--- src/design/fes_pkg.sv ---
// Constants and types for the flash erase-select, fail-address and user test block
package fes_pkg;
    // Register byte offsets on APB
    localparam logic [7:0] ADDR_LMS = 8'h00;
    localparam logic [7:0] ADDR_ADR = 8'h04;
    localparam logic [7:0] ADDR_UT0 = 8'h08;
    localparam logic [7:0] ADDR_UT1 = 8'h0C;
    localparam logic [7:0] ADDR_UT2 = 8'h10;
    localparam logic [7:0] ADDR_MISR0 = 8'h14;
    localparam logic [7:0] ADDR_MISR4 = 8'h24;
    localparam logic [7:0] ADDR_STAT = 8'h28;
    // Erase block select layout
    localparam int LMS_LOW_LSB = 0;
    localparam int LMS_LOW_W = 6;
    localparam int LMS_MID_LSB = 16;
    localparam int LMS_MID_W = 2;
    localparam logic [7:0] SECTOR_PRESENT = 8'hFF;
    localparam logic [7:0] LMS_RESET = 8'h00;
    // User test 0 layout
    localparam int UT0_UNLOCK = 31;
    localparam int UT0_DSI_LSB = 16;
    localparam int UT0_X = 7;
    localparam int UT0_MARGIN_EN = 5;
    localparam int UT0_MARGIN_LVL = 4;
    localparam int UT0_ECC_EN = 3;
    localparam int UT0_SEQ_SEL = 2;
    localparam int UT0_START = 1;
    localparam int UT0_AID = 0;
    localparam logic [31:0] UNLOCK_PASSWORD = 32'hF9F99999;
    // Capture event order, highest priority first; also status bit positions
    localparam int EV_DBL = 0;
    localparam int EV_RWW = 1;
    localparam int EV_PE = 2;
    localparam int EV_SGL = 3;
    localparam int ADR_LSB = 3;
    localparam int ADR_MSB = 22;
    // Integrity check walks page 0 up to this page
    localparam logic [18:0] AI_LAST_PAGE = 19'h0000F;
    localparam logic [159:0] MISR_RESET = 160'h0;

    typedef enum logic [1:0] {
        FES_AI_IDLE = 2'b00,
        FES_AI_REQ = 2'b01,
        FES_AI_WAIT = 2'b10
    } fes_ai_state_t;

    typedef struct packed {
        logic [7:0] sel;
        logic unlocked;
        logic [7:0] dsi;
        logic x;
        logic margin_en;
        logic margin_lvl;
        logic ecc_en;
        logic seq_sel;
        logic start;
        logic integrity_done_flag;
        logic [63:0] force_word;
        logic [159:0] misr;
        logic [3:0] flag;
        logic [3:0][19:0] cap;
        fes_ai_state_t ai_st;
        logic [18:0] ai_cnt;
        logic [31:0] prdata;
        logic pslverr;
    } fes_state_t;
endpackage : fes_pkg

--- src/design/fes_top.sv ---
// Erase block select, failing address capture and user test logic with APB slave
//
// Operation
// - Select bit one includes sector; reset cleared
// - Mid bits sectors 7-6, low 5-0
// - Ignore select writes after interlock or suspend
// - Absent sectors read unselected, writes ignored
// - Capture first address of four events
// - Show highest-priority pending event address
// - Double-word address; both words clear bit3
// - Guarded test fields locked unless done flags
// - Password sets unlock; writing bit 31 zero clears it
// - Syndrome force bits drive ECC check
// - Reserved test bit stores and reads back
// - Margin reads only inside integrity checks
// - Margin level: one erased, zero programmed
// - ECC input enable turns logic check on while unlocked
// - Sequence select: vendor or sequential order
// - Start bit begins integrity check sweep
// - Start accepted only without erase/program/HV
// - Done flag clears at start, sets end
// - Low force word drives even ECC word
// - Signatures accumulate pages, writable seed
// - High force word drives odd ECC word
`timescale 1ns/1ps
module fes_top (
    input wire logic pclk,
    input wire logic presetn,
    input wire logic psel,
    input wire logic penable,
    input wire logic pwrite,
    input wire logic [7:0] paddr,
    input wire logic [31:0] pwdata,
    input wire logic [3:0] pstrb,
    output logic [31:0] prdata,
    output logic pready,
    output logic pslverr,
    input wire logic ctl_done,
    input wire logic ctl_erase_operation,
    input wire logic ctl_program_operation,
    input wire logic ctl_high_voltage_enable,
    input wire logic ctl_interlock_written,
    input wire logic ctl_hv_suspended,
    input wire logic [7:0] block_locked,
    input wire logic [1:0] ev_double_error,
    input wire logic ev_read_while_write_fault,
    input wire logic ev_program_erase_fail,
    input wire logic [1:0] ev_single_error_corrected,
    input wire logic [22:3] ev_addr,
    output logic [7:0] erase_select,
    output logic [7:0] ai_block_mask,
    output logic ai_read_req,
    output logic [18:0] ai_page,
    output logic ai_margin_read,
    output logic ai_margin_level,
    output logic ai_sequential,
    input wire logic ai_rvalid,
    input wire logic [159:0] ai_rdata,
    output logic ecc_check_enable,
    output logic [7:0] ecc_syndrome_force,
    output logic [63:0] ecc_data_force
);
    fes_pkg::fes_state_t s_q;
    fes_pkg::fes_state_t s_d;

    ////////////////////////////////////////////////////////////////////////
    // Functions

    // Signature step: rotate, tap, fold in the page
    function automatic logic [159:0] misr_step(input logic [159:0] old, input logic [159:0] din);
        logic fb;
        fb = old[159] ^ old[154] ^ old[137] ^ old[0];
        misr_step = {old[158:0], fb} ^ din;
    endfunction : misr_step

    // Both words of a page hit: bit 3 reads zero
    function automatic logic [19:0] dword_addr(input logic [22:3] a, input logic [1:0] hit);
        dword_addr = {a[22:4], (hit == 2'b01) ? 1'b0 : ((hit == 2'b10) ? 1'b1 : 1'b0)};
    endfunction : dword_addr

    ////////////////////////////////////////////////////////////////////////
    // Decode and controller status

    logic setup;
    logic access;
    logic wr;
    logic guard;
    logic misr_hit;
    logic [2:0] misr_idx;
    logic mapped;
    logic [31:0] ut0_rd;
    logic [31:0] stat_rd;
    logic [19:0] adr_sel;
    logic ai_busy;
    logic [3:0] ev_any;

    assign setup = psel && !penable;
    assign access = psel && penable;
    assign wr = access && pwrite && !s_q.pslverr;
    assign guard = ctl_done && s_q.integrity_done_flag;
    assign misr_hit = (paddr >= fes_pkg::ADDR_MISR0) && (paddr <= fes_pkg::ADDR_MISR4) && (paddr[1:0] == 2'b00);
    assign misr_idx = 3'((paddr - fes_pkg::ADDR_MISR0) >> 2);
    assign mapped = misr_hit || (paddr == fes_pkg::ADDR_LMS) || (paddr == fes_pkg::ADDR_ADR)
        || (paddr == fes_pkg::ADDR_UT0) || (paddr == fes_pkg::ADDR_UT1) || (paddr == fes_pkg::ADDR_UT2)
        || (paddr == fes_pkg::ADDR_STAT);
    assign ai_busy = s_q.ai_st != fes_pkg::FES_AI_IDLE;
    assign ev_any = {|ev_single_error_corrected, ev_program_erase_fail, ev_read_while_write_fault,
        |ev_double_error};

    // Guarded fields read as zero while locked out
    always_comb begin
        ut0_rd = 32'h00000000;
        ut0_rd[fes_pkg::UT0_UNLOCK] = s_q.unlocked;
        ut0_rd[fes_pkg::UT0_START] = s_q.start;
        ut0_rd[fes_pkg::UT0_AID] = s_q.integrity_done_flag;
        if (guard) begin
            ut0_rd[fes_pkg::UT0_DSI_LSB +: 8] = s_q.dsi;
            ut0_rd[fes_pkg::UT0_X] = s_q.x;
            ut0_rd[fes_pkg::UT0_MARGIN_EN] = s_q.margin_en;
            ut0_rd[fes_pkg::UT0_MARGIN_LVL] = s_q.margin_lvl;
            ut0_rd[fes_pkg::UT0_ECC_EN] = s_q.ecc_en;
            ut0_rd[fes_pkg::UT0_SEQ_SEL] = s_q.seq_sel;
        end
        stat_rd = {28'h0000000, s_q.flag};
    end

    // Pending flag of highest priority owns the address
    always_comb begin
        adr_sel = 20'h00000;
        if (s_q.flag[fes_pkg::EV_DBL]) begin
            adr_sel = s_q.cap[fes_pkg::EV_DBL];
        end else if (s_q.flag[fes_pkg::EV_RWW]) begin
            adr_sel = s_q.cap[fes_pkg::EV_RWW];
        end else if (s_q.flag[fes_pkg::EV_PE]) begin
            adr_sel = s_q.cap[fes_pkg::EV_PE];
        end else if (s_q.flag[fes_pkg::EV_SGL]) begin
            adr_sel = s_q.cap[fes_pkg::EV_SGL];
        end
    end

    ////////////////////////////////////////////////////////////////////////
    // Next state

    always_comb begin
        s_d = s_q;
        // Read data and error latched in setup, so the access phase needs no wait
        if (setup) begin
            s_d.pslverr = !mapped;
            s_d.prdata = 32'h00000000;
            if (!pwrite) begin
                unique case (1'b1)
                    paddr == fes_pkg::ADDR_LMS: begin
                        s_d.prdata[fes_pkg::LMS_LOW_LSB +: fes_pkg::LMS_LOW_W] = s_q.sel[5:0];
                        s_d.prdata[fes_pkg::LMS_MID_LSB +: fes_pkg::LMS_MID_W] = s_q.sel[7:6];
                    end
                    paddr == fes_pkg::ADDR_ADR: s_d.prdata[fes_pkg::ADR_MSB:fes_pkg::ADR_LSB] = adr_sel;
                    paddr == fes_pkg::ADDR_UT0: s_d.prdata = ut0_rd;
                    paddr == fes_pkg::ADDR_UT1: s_d.prdata = guard ? s_q.force_word[31:0] : 32'h00000000;
                    paddr == fes_pkg::ADDR_UT2: s_d.prdata = guard ? s_q.force_word[63:32] : 32'h00000000;
                    paddr == fes_pkg::ADDR_STAT: s_d.prdata = stat_rd;
                    misr_hit: s_d.prdata = guard ? s_q.misr[32 * misr_idx +: 32] : 32'h00000000;
                    default: s_d.prdata = 32'h00000000;
                endcase
            end
        end

        // Erase block select
        if (wr && paddr == fes_pkg::ADDR_LMS && !ctl_interlock_written && !ctl_hv_suspended) begin
            if (pstrb[0]) begin
                s_d.sel[5:0] = pwdata[fes_pkg::LMS_LOW_LSB +: fes_pkg::LMS_LOW_W];
            end
            if (pstrb[2]) begin
                s_d.sel[7:6] = pwdata[fes_pkg::LMS_MID_LSB +: fes_pkg::LMS_MID_W];
            end
        end
        s_d.sel = s_d.sel & fes_pkg::SECTOR_PRESENT;

        // User test 0: password, unlock clear, fields, start
        if (wr && paddr == fes_pkg::ADDR_UT0) begin
            if (pwdata == fes_pkg::UNLOCK_PASSWORD && pstrb == 4'hF) begin
                s_d.unlocked = 1'b1;
            end else if (s_q.unlocked) begin
                if (pstrb[3] && !pwdata[fes_pkg::UT0_UNLOCK]) begin
                    s_d.unlocked = 1'b0;
                end
                if (guard && pstrb[2]) begin
                    s_d.dsi = pwdata[fes_pkg::UT0_DSI_LSB +: 8];
                end
                if (guard && pstrb[0]) begin
                    s_d.x = pwdata[fes_pkg::UT0_X];
                    s_d.margin_en = pwdata[fes_pkg::UT0_MARGIN_EN];
                    s_d.margin_lvl = pwdata[fes_pkg::UT0_MARGIN_LVL];
                    s_d.ecc_en = pwdata[fes_pkg::UT0_ECC_EN];
                    s_d.seq_sel = pwdata[fes_pkg::UT0_SEQ_SEL];
                end
                if (pstrb[0]) begin
                    if (!pwdata[fes_pkg::UT0_START]) begin
                        s_d.start = 1'b0;
                    end else if (!s_q.start && !ai_busy && !ctl_erase_operation && !ctl_program_operation
                        && !ctl_high_voltage_enable) begin
                        s_d.start = 1'b1;
                        s_d.integrity_done_flag = 1'b0;
                        s_d.ai_cnt = 19'h00000;
                        s_d.ai_st = fes_pkg::FES_AI_REQ;
                    end
                end
            end
        end

        // Forced data words and signature seeds
        if (wr && s_q.unlocked && guard && pstrb == 4'hF) begin
            if (paddr == fes_pkg::ADDR_UT1) begin
                s_d.force_word[31:0] = pwdata;
            end
            if (paddr == fes_pkg::ADDR_UT2) begin
                s_d.force_word[63:32] = pwdata;
            end
            if (misr_hit) begin
                s_d.misr[32 * misr_idx +: 32] = pwdata;
            end
        end

        // Integrity check sweep
        unique case (s_q.ai_st)
            fes_pkg::FES_AI_IDLE: begin
            end
            fes_pkg::FES_AI_REQ: s_d.ai_st = fes_pkg::FES_AI_WAIT;
            fes_pkg::FES_AI_WAIT: begin
                if (ai_rvalid) begin
                    s_d.misr = misr_step(s_q.misr, ai_rdata);
                    if (s_q.ai_cnt == fes_pkg::AI_LAST_PAGE) begin
                        s_d.integrity_done_flag = 1'b1;
                        s_d.ai_st = fes_pkg::FES_AI_IDLE;
                    end else begin
                        s_d.ai_cnt = 19'(s_q.ai_cnt + 19'h00001);
                        s_d.ai_st = fes_pkg::FES_AI_REQ;
                    end
                end
            end
            default: s_d.ai_st = fes_pkg::FES_AI_IDLE;
        endcase

        // Failing address capture; clear by writing one, a new event wins
        if (wr && paddr == fes_pkg::ADDR_STAT && pstrb[0]) begin
            s_d.flag = s_q.flag & ~pwdata[3:0];
        end
        for (int i = 0; i < 4; i++) begin
            if (ev_any[i]) begin
                s_d.flag[i] = 1'b1;
                if (!s_q.flag[i]) begin
                    s_d.cap[i] = ev_addr;
                end
            end
        end
        if (!s_q.flag[fes_pkg::EV_DBL] && |ev_double_error) begin
            s_d.cap[fes_pkg::EV_DBL] = dword_addr(ev_addr, ev_double_error);
        end
        if (!s_q.flag[fes_pkg::EV_SGL] && |ev_single_error_corrected) begin
            s_d.cap[fes_pkg::EV_SGL] = dword_addr(ev_addr, ev_single_error_corrected);
        end
    end

    ////////////////////////////////////////////////////////////////////////
    // State register

    always_ff @(posedge pclk or negedge presetn) begin
        if (!presetn) begin
            s_q <= '{sel: fes_pkg::LMS_RESET, unlocked: 1'b0, dsi: 8'h00, x: 1'b0, margin_en: 1'b0,
                margin_lvl: 1'b0, ecc_en: 1'b0, seq_sel: 1'b0, start: 1'b0, integrity_done_flag: 1'b1, force_word: 64'h0,
                misr: fes_pkg::MISR_RESET,
                flag: 4'h0, cap: '0, ai_st: fes_pkg::FES_AI_IDLE, ai_cnt: 19'h00000,
                prdata: 32'h00000000, pslverr: 1'b0};
        end else begin
            s_q <= s_d;
        end
    end

    ////////////////////////////////////////////////////////////////////////
    // Outputs

    assign prdata = s_q.prdata;
    assign pready = 1'b1;
    assign pslverr = access && s_q.pslverr;
    assign erase_select = s_q.sel;
    assign ai_block_mask = s_q.sel & ~block_locked;
    assign ai_read_req = s_q.ai_st == fes_pkg::FES_AI_REQ;
    // Vendor order is the gray-coded walk; sequential is plain count
    assign ai_page = s_q.seq_sel ? s_q.ai_cnt : (s_q.ai_cnt ^ (s_q.ai_cnt >> 1));
    assign ai_margin_read = s_q.margin_en && ai_busy;
    assign ai_margin_level = s_q.margin_lvl;
    assign ai_sequential = s_q.seq_sel;
    assign ecc_check_enable = s_q.ecc_en && s_q.unlocked;
    assign ecc_syndrome_force = s_q.dsi;
    assign ecc_data_force = s_q.force_word;
endmodule : fes_top

--- config.mk ---
export PLATFORM = sky130hd
export DESIGN_NAME = fes_top
export DESIGN_NICKNAME = d
export VERILOG_FILES = /design/src/design/fes_pkg.sv /design/src/design/fes_top.sv
export SDC_FILE = /design/constraint.sdc
export NUM_CORES = 1
export LEC_CHECK = 0
export BUFFER_PORTS_ARGS = -buffer_cell sky130_fd_sc_hd__buf_2
export CAP_MARGIN = 0
export CORE_MARGIN = 2
export CORE_UTILIZATION = 45
export DETAILED_ROUTE_END_ITERATION = 6
export PLACE_DENSITY_LB_ADDON = 0.12
export SYNTH_ARGS = -nofsm -noshare
export SYNTH_HDL_FRONTEND = slang
export SYNTH_SLANG_ARGS = --single-unit
--- constraint.sdc ---
create_clock -name pclk -period 2.58 [get_ports pclk]
set_input_delay 0.258 -clock pclk [delete_from_list [all_inputs] [get_ports pclk]]
set_output_delay 0.258 -clock pclk [all_outputs]
set_load 0.05 [all_outputs]
Word-level counts from Yosys, hierarchy flattened
Index checks and enable logic that the tools add are counted.
Word-level totals
  bits in writable memories: 0
  bits in read-only memories: 0
  latch bits: 0
  output and inout port bits: 146
  register bits after elaboration: 386
  memories kept: 0
  word-level logic and storage cells: 197
Cells by class
  magnitude comparators: 2
  $add $sub $neg: 3
  reduce and logical (&&, ||, !) cells: 71
  div/mod/pow operators: 0
  mux-type cells: 63
  bitwise gates (word level): 12
  shift operators: 3
  $mul: 0
  equal/unequal tests: 17
Operators with widths (count)
  160-bit two-way mux: 4
  20-bit two-way mux: 10
  160-bit bitwise mux: 1
  32-bit by 34-bit variable shift with 160-bit output (first input constant): 1
  160-bit by 9-bit variable part select with 32-bit output: 1
  32-bit by 34-bit variable part select with 160-bit output: 1
  160-bit XOR: 1
  21-bit two-way mux: 7
  32-bit two-way mux: 4
  19-bit two-way mux: 3
  10-bit case mux with 5 select lines: 1
  9-bit case mux with 4 select lines: 1
  8-bit negation with 34-bit output: 1
  32-bit == test (second input constant): 1
  1-bit logical AND: 29
  5-bit case mux with 5 select lines: 1
  3-bit case mux with 7 select lines: 1
  19-bit by 1-bit adder with 19-bit output (second input constant): 1
  19-bit by 4-bit == test with 1-bit output (second input constant): 1
  1-bit two-way mux: 19
  19-bit by 18-bit XOR with 19-bit output: 1
  3-bit case mux with 6 select lines: 1
  8-bit by 4-bit == test with 1-bit output (second input constant): 2
  16-bit two-way mux: 1
  31 further kinds: 77

Logic depth before layout (Yosys ltp)
  depth in word-level cells: 15
  depth in mapped cells: 14
  gate-level depth less buffers: 10

Least setup slack after synthesis
OpenSTA, ideal clock, no wires.
  path type: in2reg
  start: in paddr[2]
  end: reg s_q[204] in the netlist's numbering
  slack: -0.882 ns
  buffers on the path: 4
  setup time: 0.126 ns
  required time: 2.454 ns
  arrival: 3.336 ns
  stages on the path: 13
  cell sequence: buf_2 buf_2 inv_1 ha_1 xnor2_1 inv_1 clkbuf_1 ha_1 inv_1 nor4b_4 a21oi_2 buf_6 a221o_1
RTL lines
  start, declared: RTL line fes_top.sv:32  | input wire logic [7:0] paddr,
  end signal, assigned: RTL line fes_top.sv:268  | s_q <= '{sel: fes_pkg::LMS_RESET, unlocked: 1'b0, dsi: 8'h00, x: 1'b0, margin_en: 1'b0,
  end, declared: RTL line fes_top.sv:63  | fes_pkg::fes_state_t s_q;

==> summary.md <==
| Metric | Value |
|---|---|
| Worst clock skew | `0.0173 ns` |
| H-tree depth | `2` |
| Clock sink total | `386` |
| Unrepaired setup endpoints after global routing | `false` |
| Hold Crit Depth | `4` |
| Post-layout min period | `~2.5 ns` |
| Clock tree root buffer cell | `clkbuf_16` |
| R2R Path End | `s_q[234]` |
| M2 GR Usage | `between 40% and 50%` |
| Total power | `approximately 20 mW` |
| Syn_area_per_cell | `approximately 11 um^2` |
| Switch share | `between 30% and 40%` |
| Final Hold Viols | `0` |
| Post-layout instance area | `between 0.02 and 0.03 mm^2` |
| Post-DP Area | `around 0.024 mm^2` |
| Arrival time worst endpoint | `2.93 ns` |
| TritonCTS clock tree | `yes` |
| P_int | `14.0 mW` |
| Die area | `around 0.05 mm^2` |
| Layout cell share with drive strength beyond 1 | `between 30% and 40%` |
| Antenna-violating nets left | `0` |
| Synth Instances | `1949` |
| Synth cell types | `77` |
| Final Setup Violations | `0` |
| Mux cell area share after synthesis | `around 16%` |
| Antenna violations before repair | `13` |
| CTS buffer count | `45` |
| Die Wd | `223 um` |
| Clock-pin slew on the worst setup and hold paths | `around 0.06 ns` |
| Status | `finished clean` |
| # rows | `80` |
| First DRT Iteration DRCs | `between 1.5k and 2k` |
| Wire per inst | `roughly 25 um` |
| TritonRoute pass-1 iters | `7` |
| DPL Wire Length | `approximately 56000 um` |
| CP Cell Sequence | `and2_1 -> nand4_1 -> buf_4 -> nor4b_4 -> a21oi_4 -> a221o_1` |
| Sequential area share after synthesis | `44.7%` |
| GR met3 Demand/Resource | `approximately 6.2%` |
| Crit path max-delay family | `simple AND/OR/NAND/NOR gates` |
| Placed Cells | `approximately 2.8k` |
| Cts repair resizes | `0` |
| P_leak | `around 12 nW` |
| Comb power frac | `23.5%` |
| Worst-margin pin slew | `about 1.1 ns` |
| Met1 Use GR | `between 40% and 50%` |
| Via Count | `17.5k` |
| Layout Utilization | `between 50% and 60%` |
| Setup WS pre-CTS | `-0.352 ns` |
| Clock latency on the worst-skew pair | `roughly 0.59 ns` |
| RD Place Congestion | `roughly 0.90` |
| Setup crit start kind | `register` |
| Max_cap viols | `0` |
| Postcts setup bufs | `0` |
| Crit path kind | `reg -> reg` |
| Reg2reg start | `s_q[362]` |
| Layout area overhead | `22.7%` |
| Die Y | `223 um` |
| Routed WL | `approximately 76000 um` |
| Clk buf depth | `3` |
| Slowest cell on the critical path | `dfstp_2` |
| Net count reported at finish | `between 2k and 3k` |
| WP data required | `between 3 and 4 ns` |
| PwrDens | `770 mW/mm^2` |
| GRT Util Overall | `roughly 30%` |
| Peak VDD IR | `0.465 mV` |
| Reg2Reg Depth | `6` |
| Simple logic cell fraction of the synthesized area | `around a tenth` |
| CP endpoint kind | `register` |
| Reg-to-reg slack, setup | `roughly 0.11 ns` |
| Fin crit share | `a little over nine tenths` |
| Compound-Gate Fraction of Synth Area | `between 10% and 20%` |
| Initial Util | `between 40% and 50%` |
| Net Sw Power | `approximately 6.3 mW` |
| Hold buffers post-CTS | `88` |
| Largest family of logic cells by synthesized area | `multiplexers` |
| Vias in the first global route | `between 15k and 20k` |
| Ys async rst share | `between 90% and 100%` |
| Netlist Area Pre-Place | `about 0.022 mm^2` |
| Main synth FF type | `dfrtp_1` |
| Normalized max-slew margin | `approximately 28%` |
| FMAX | `about 400 MHz` |
| Total global routing overflow | `0` |
| Synth Net Count | `~2.2k` |
| IO Pins | `about 400` |
| Max-slew violations | `0` |
| Drc violations | `0` |
| Synth Register Bits | `between 300 and 400` |
| Fin cells | `3004` |
| GR peak layer | `met2` |
| Xor/xnor share of the synthesized area | `a little over 7%` |
| Clock Power Share | `about a third` |
| Critical Path Fanout Max | `32` |
| Vias per cell | `5.83` |
| Largest net degree at the start of global routing | `between 90 and 100` |
| Placeable Area | `around 0.048 mm^2` |
| Worst hold path type | `in -> reg` |
| Post-synthesis adder-cell area fraction | `1.68%` |
| Min-delay src | `ai_rdata[44]` |
| Crit path buf inv count | `1` |
| Hold EP | `s_q[182]` |
| Max incr delay on CP | `roughly 0.63 ns` |
| Final setup margin | `0.106 ns` |
| Sequential power share | `between 40% and 50%` |
| IO buf count | `about 390` |
| Post-synth EDFFs | `0` |
| First-pass GRT wire length | `113000 um` |
| Synth Warn # | `0` |
-- how the worst max path moves through the flow --
stage	slack (ns)	cells after the start	end	start
after floorplan	0.004	14	s_q[145]	paddr[2]
after global placement	-0.41	9	ecc_syndrome_force[5]	pwdata[7]
after detailed placement	-0.35	9	ecc_syndrome_force[4]	pwdata[7]
after CTS	0.15	6	s_q[234]	s_q[362]
after global routing	0.002	6	s_q[234]	s_q[362]
final	0.11	6	s_q[234]	s_q[362]
-- state kept, by name, indices dropped and copies added, names as in the netlist --
| signal | cells |
|---|---|
| s_q | 272 |
| ecc_syndrome_force | 8 |
| ai_sequential | 1 |
| erase_select | 8 |
| ecc_data_force | 64 |
| prdata | 32 |
| ai_margin_level | 1 |
-- Yosys cell counts (8+ instances only) --
master,number,area share (%)
dfrtp_1,385,45
nor3_1,24,0.56
a221o_1,101,4.7
a22o_1,15,0.61
clkbuf_1,87,1.5
mux2_2,179,9.3
buf_2,19,0.44
nand3_1,33,0.76
and2_1,14,0.41
buf_6,18,0.94
xnor2_1,109,4.4
and4_1,8,0.32
ha_1,29,1.7
a31oi_1,10,0.29
o21ai_0,58,1.3
a21oi_1,48,1.1
nand2_1,138,2.4
mux2i_1,68,3.2
and3_1,12,0.35
o21ai_1,32,0.74
nor2_1,117,2.0
buf_4,117,4.1
o22ai_1,19,0.55
a221oi_1,33,1.3
buf_1,9,0.16
mux4_2,30,3.1
nor2b_1,17,0.49
xor2_1,65,2.6
inv_1,28,0.49
a22oi_1,8,0.28
-- metrics by stage --
step                hold WS [ns]  setup TNS [ns]
floorplan                -0.0376               0
global placement           0.264           -4.77
detailed placement         0.264           -5.29
CTS                     0.000663               0
global route              0.0345               0
finish                    0.0242               0
-- layout make-up --
class / count / area, um^2
diodes: 9 / 22.5
well taps: 615 / 769
repair buffers: 598 / 4000
flip-flops and latches: 386 / 9660
multi-input cells: 1285 / 10400
fillers: 4193 / 21100
clock buffers: 67 / 1340
inverters: 28 / 110
clock inverters: 16 / 211
-- placed cells by master, fill, tap and decap left out, types with 7 or more instances in the layout --
master,count
and3_1,12
and4_1,8
dfrtp_1,385
a222oi_1,7
mux2_2,179
a31oi_1,10
dlygate4sd3_1,88
clkbuf_1,10
inv_1,25
a22o_1,15
mux4_2,30
and2_1,14
buf_12,21
nor2b_1,15
xnor2_1,108
nand4_1,7
a22oi_1,8
clkbuf_8,11
nand3_1,33
o21ai_1,32
a221oi_1,33
ha_1,27
nor2_1,116
clkbuf_16,46
diode_2,9
a21oi_1,48
o21ai_0,58
nor3_1,23
nand2_1,137
buf_4,95
o22ai_1,19
clkinv_2,8
buf_2,393
a221o_1,101
xor2_1,65
mux2i_1,68
-- worst reg2reg max path, cell delays in order (launching register included) --
cell,delay (ns)
dfstp_2,0.63
and2_1,0.18
nand4_1,0.17
buf_4,0.24
nor4b_4,0.40
a21oi_4,0.35
a221o_1,0.41
-- metal layers --
layer	wire length [um]	share of wire, %
met1	34000	45
met4	1810	2.4
met2	34900	46
met5	23	0.030
met3	5610	7.4
-- logic make-up (layout without fill, tap and decap cells) --
logic type / Yosys count / count (layout)
compound gates: 382 / 382
xor+xnor: 174 / 174
fa+ha+maj: 29 / 29
buf+inv: 278 / 709
flops: 386 / 386
mux: 281 / 281
other cells: 1 / 10
simple gates: 418 / 418
-- power by group through the flow --
stage               clock, mW  sequential, mW  combinational, mW
floorplan                   0            8.47               3.39
global placement            0            8.92               4.52
detailed placement          0            8.94               4.63
CTS                      6.79            8.86               4.75
global route             7.05            9.06               5.18
finish                   6.69            8.92               4.78
Power figures use the tool's default switching activity.
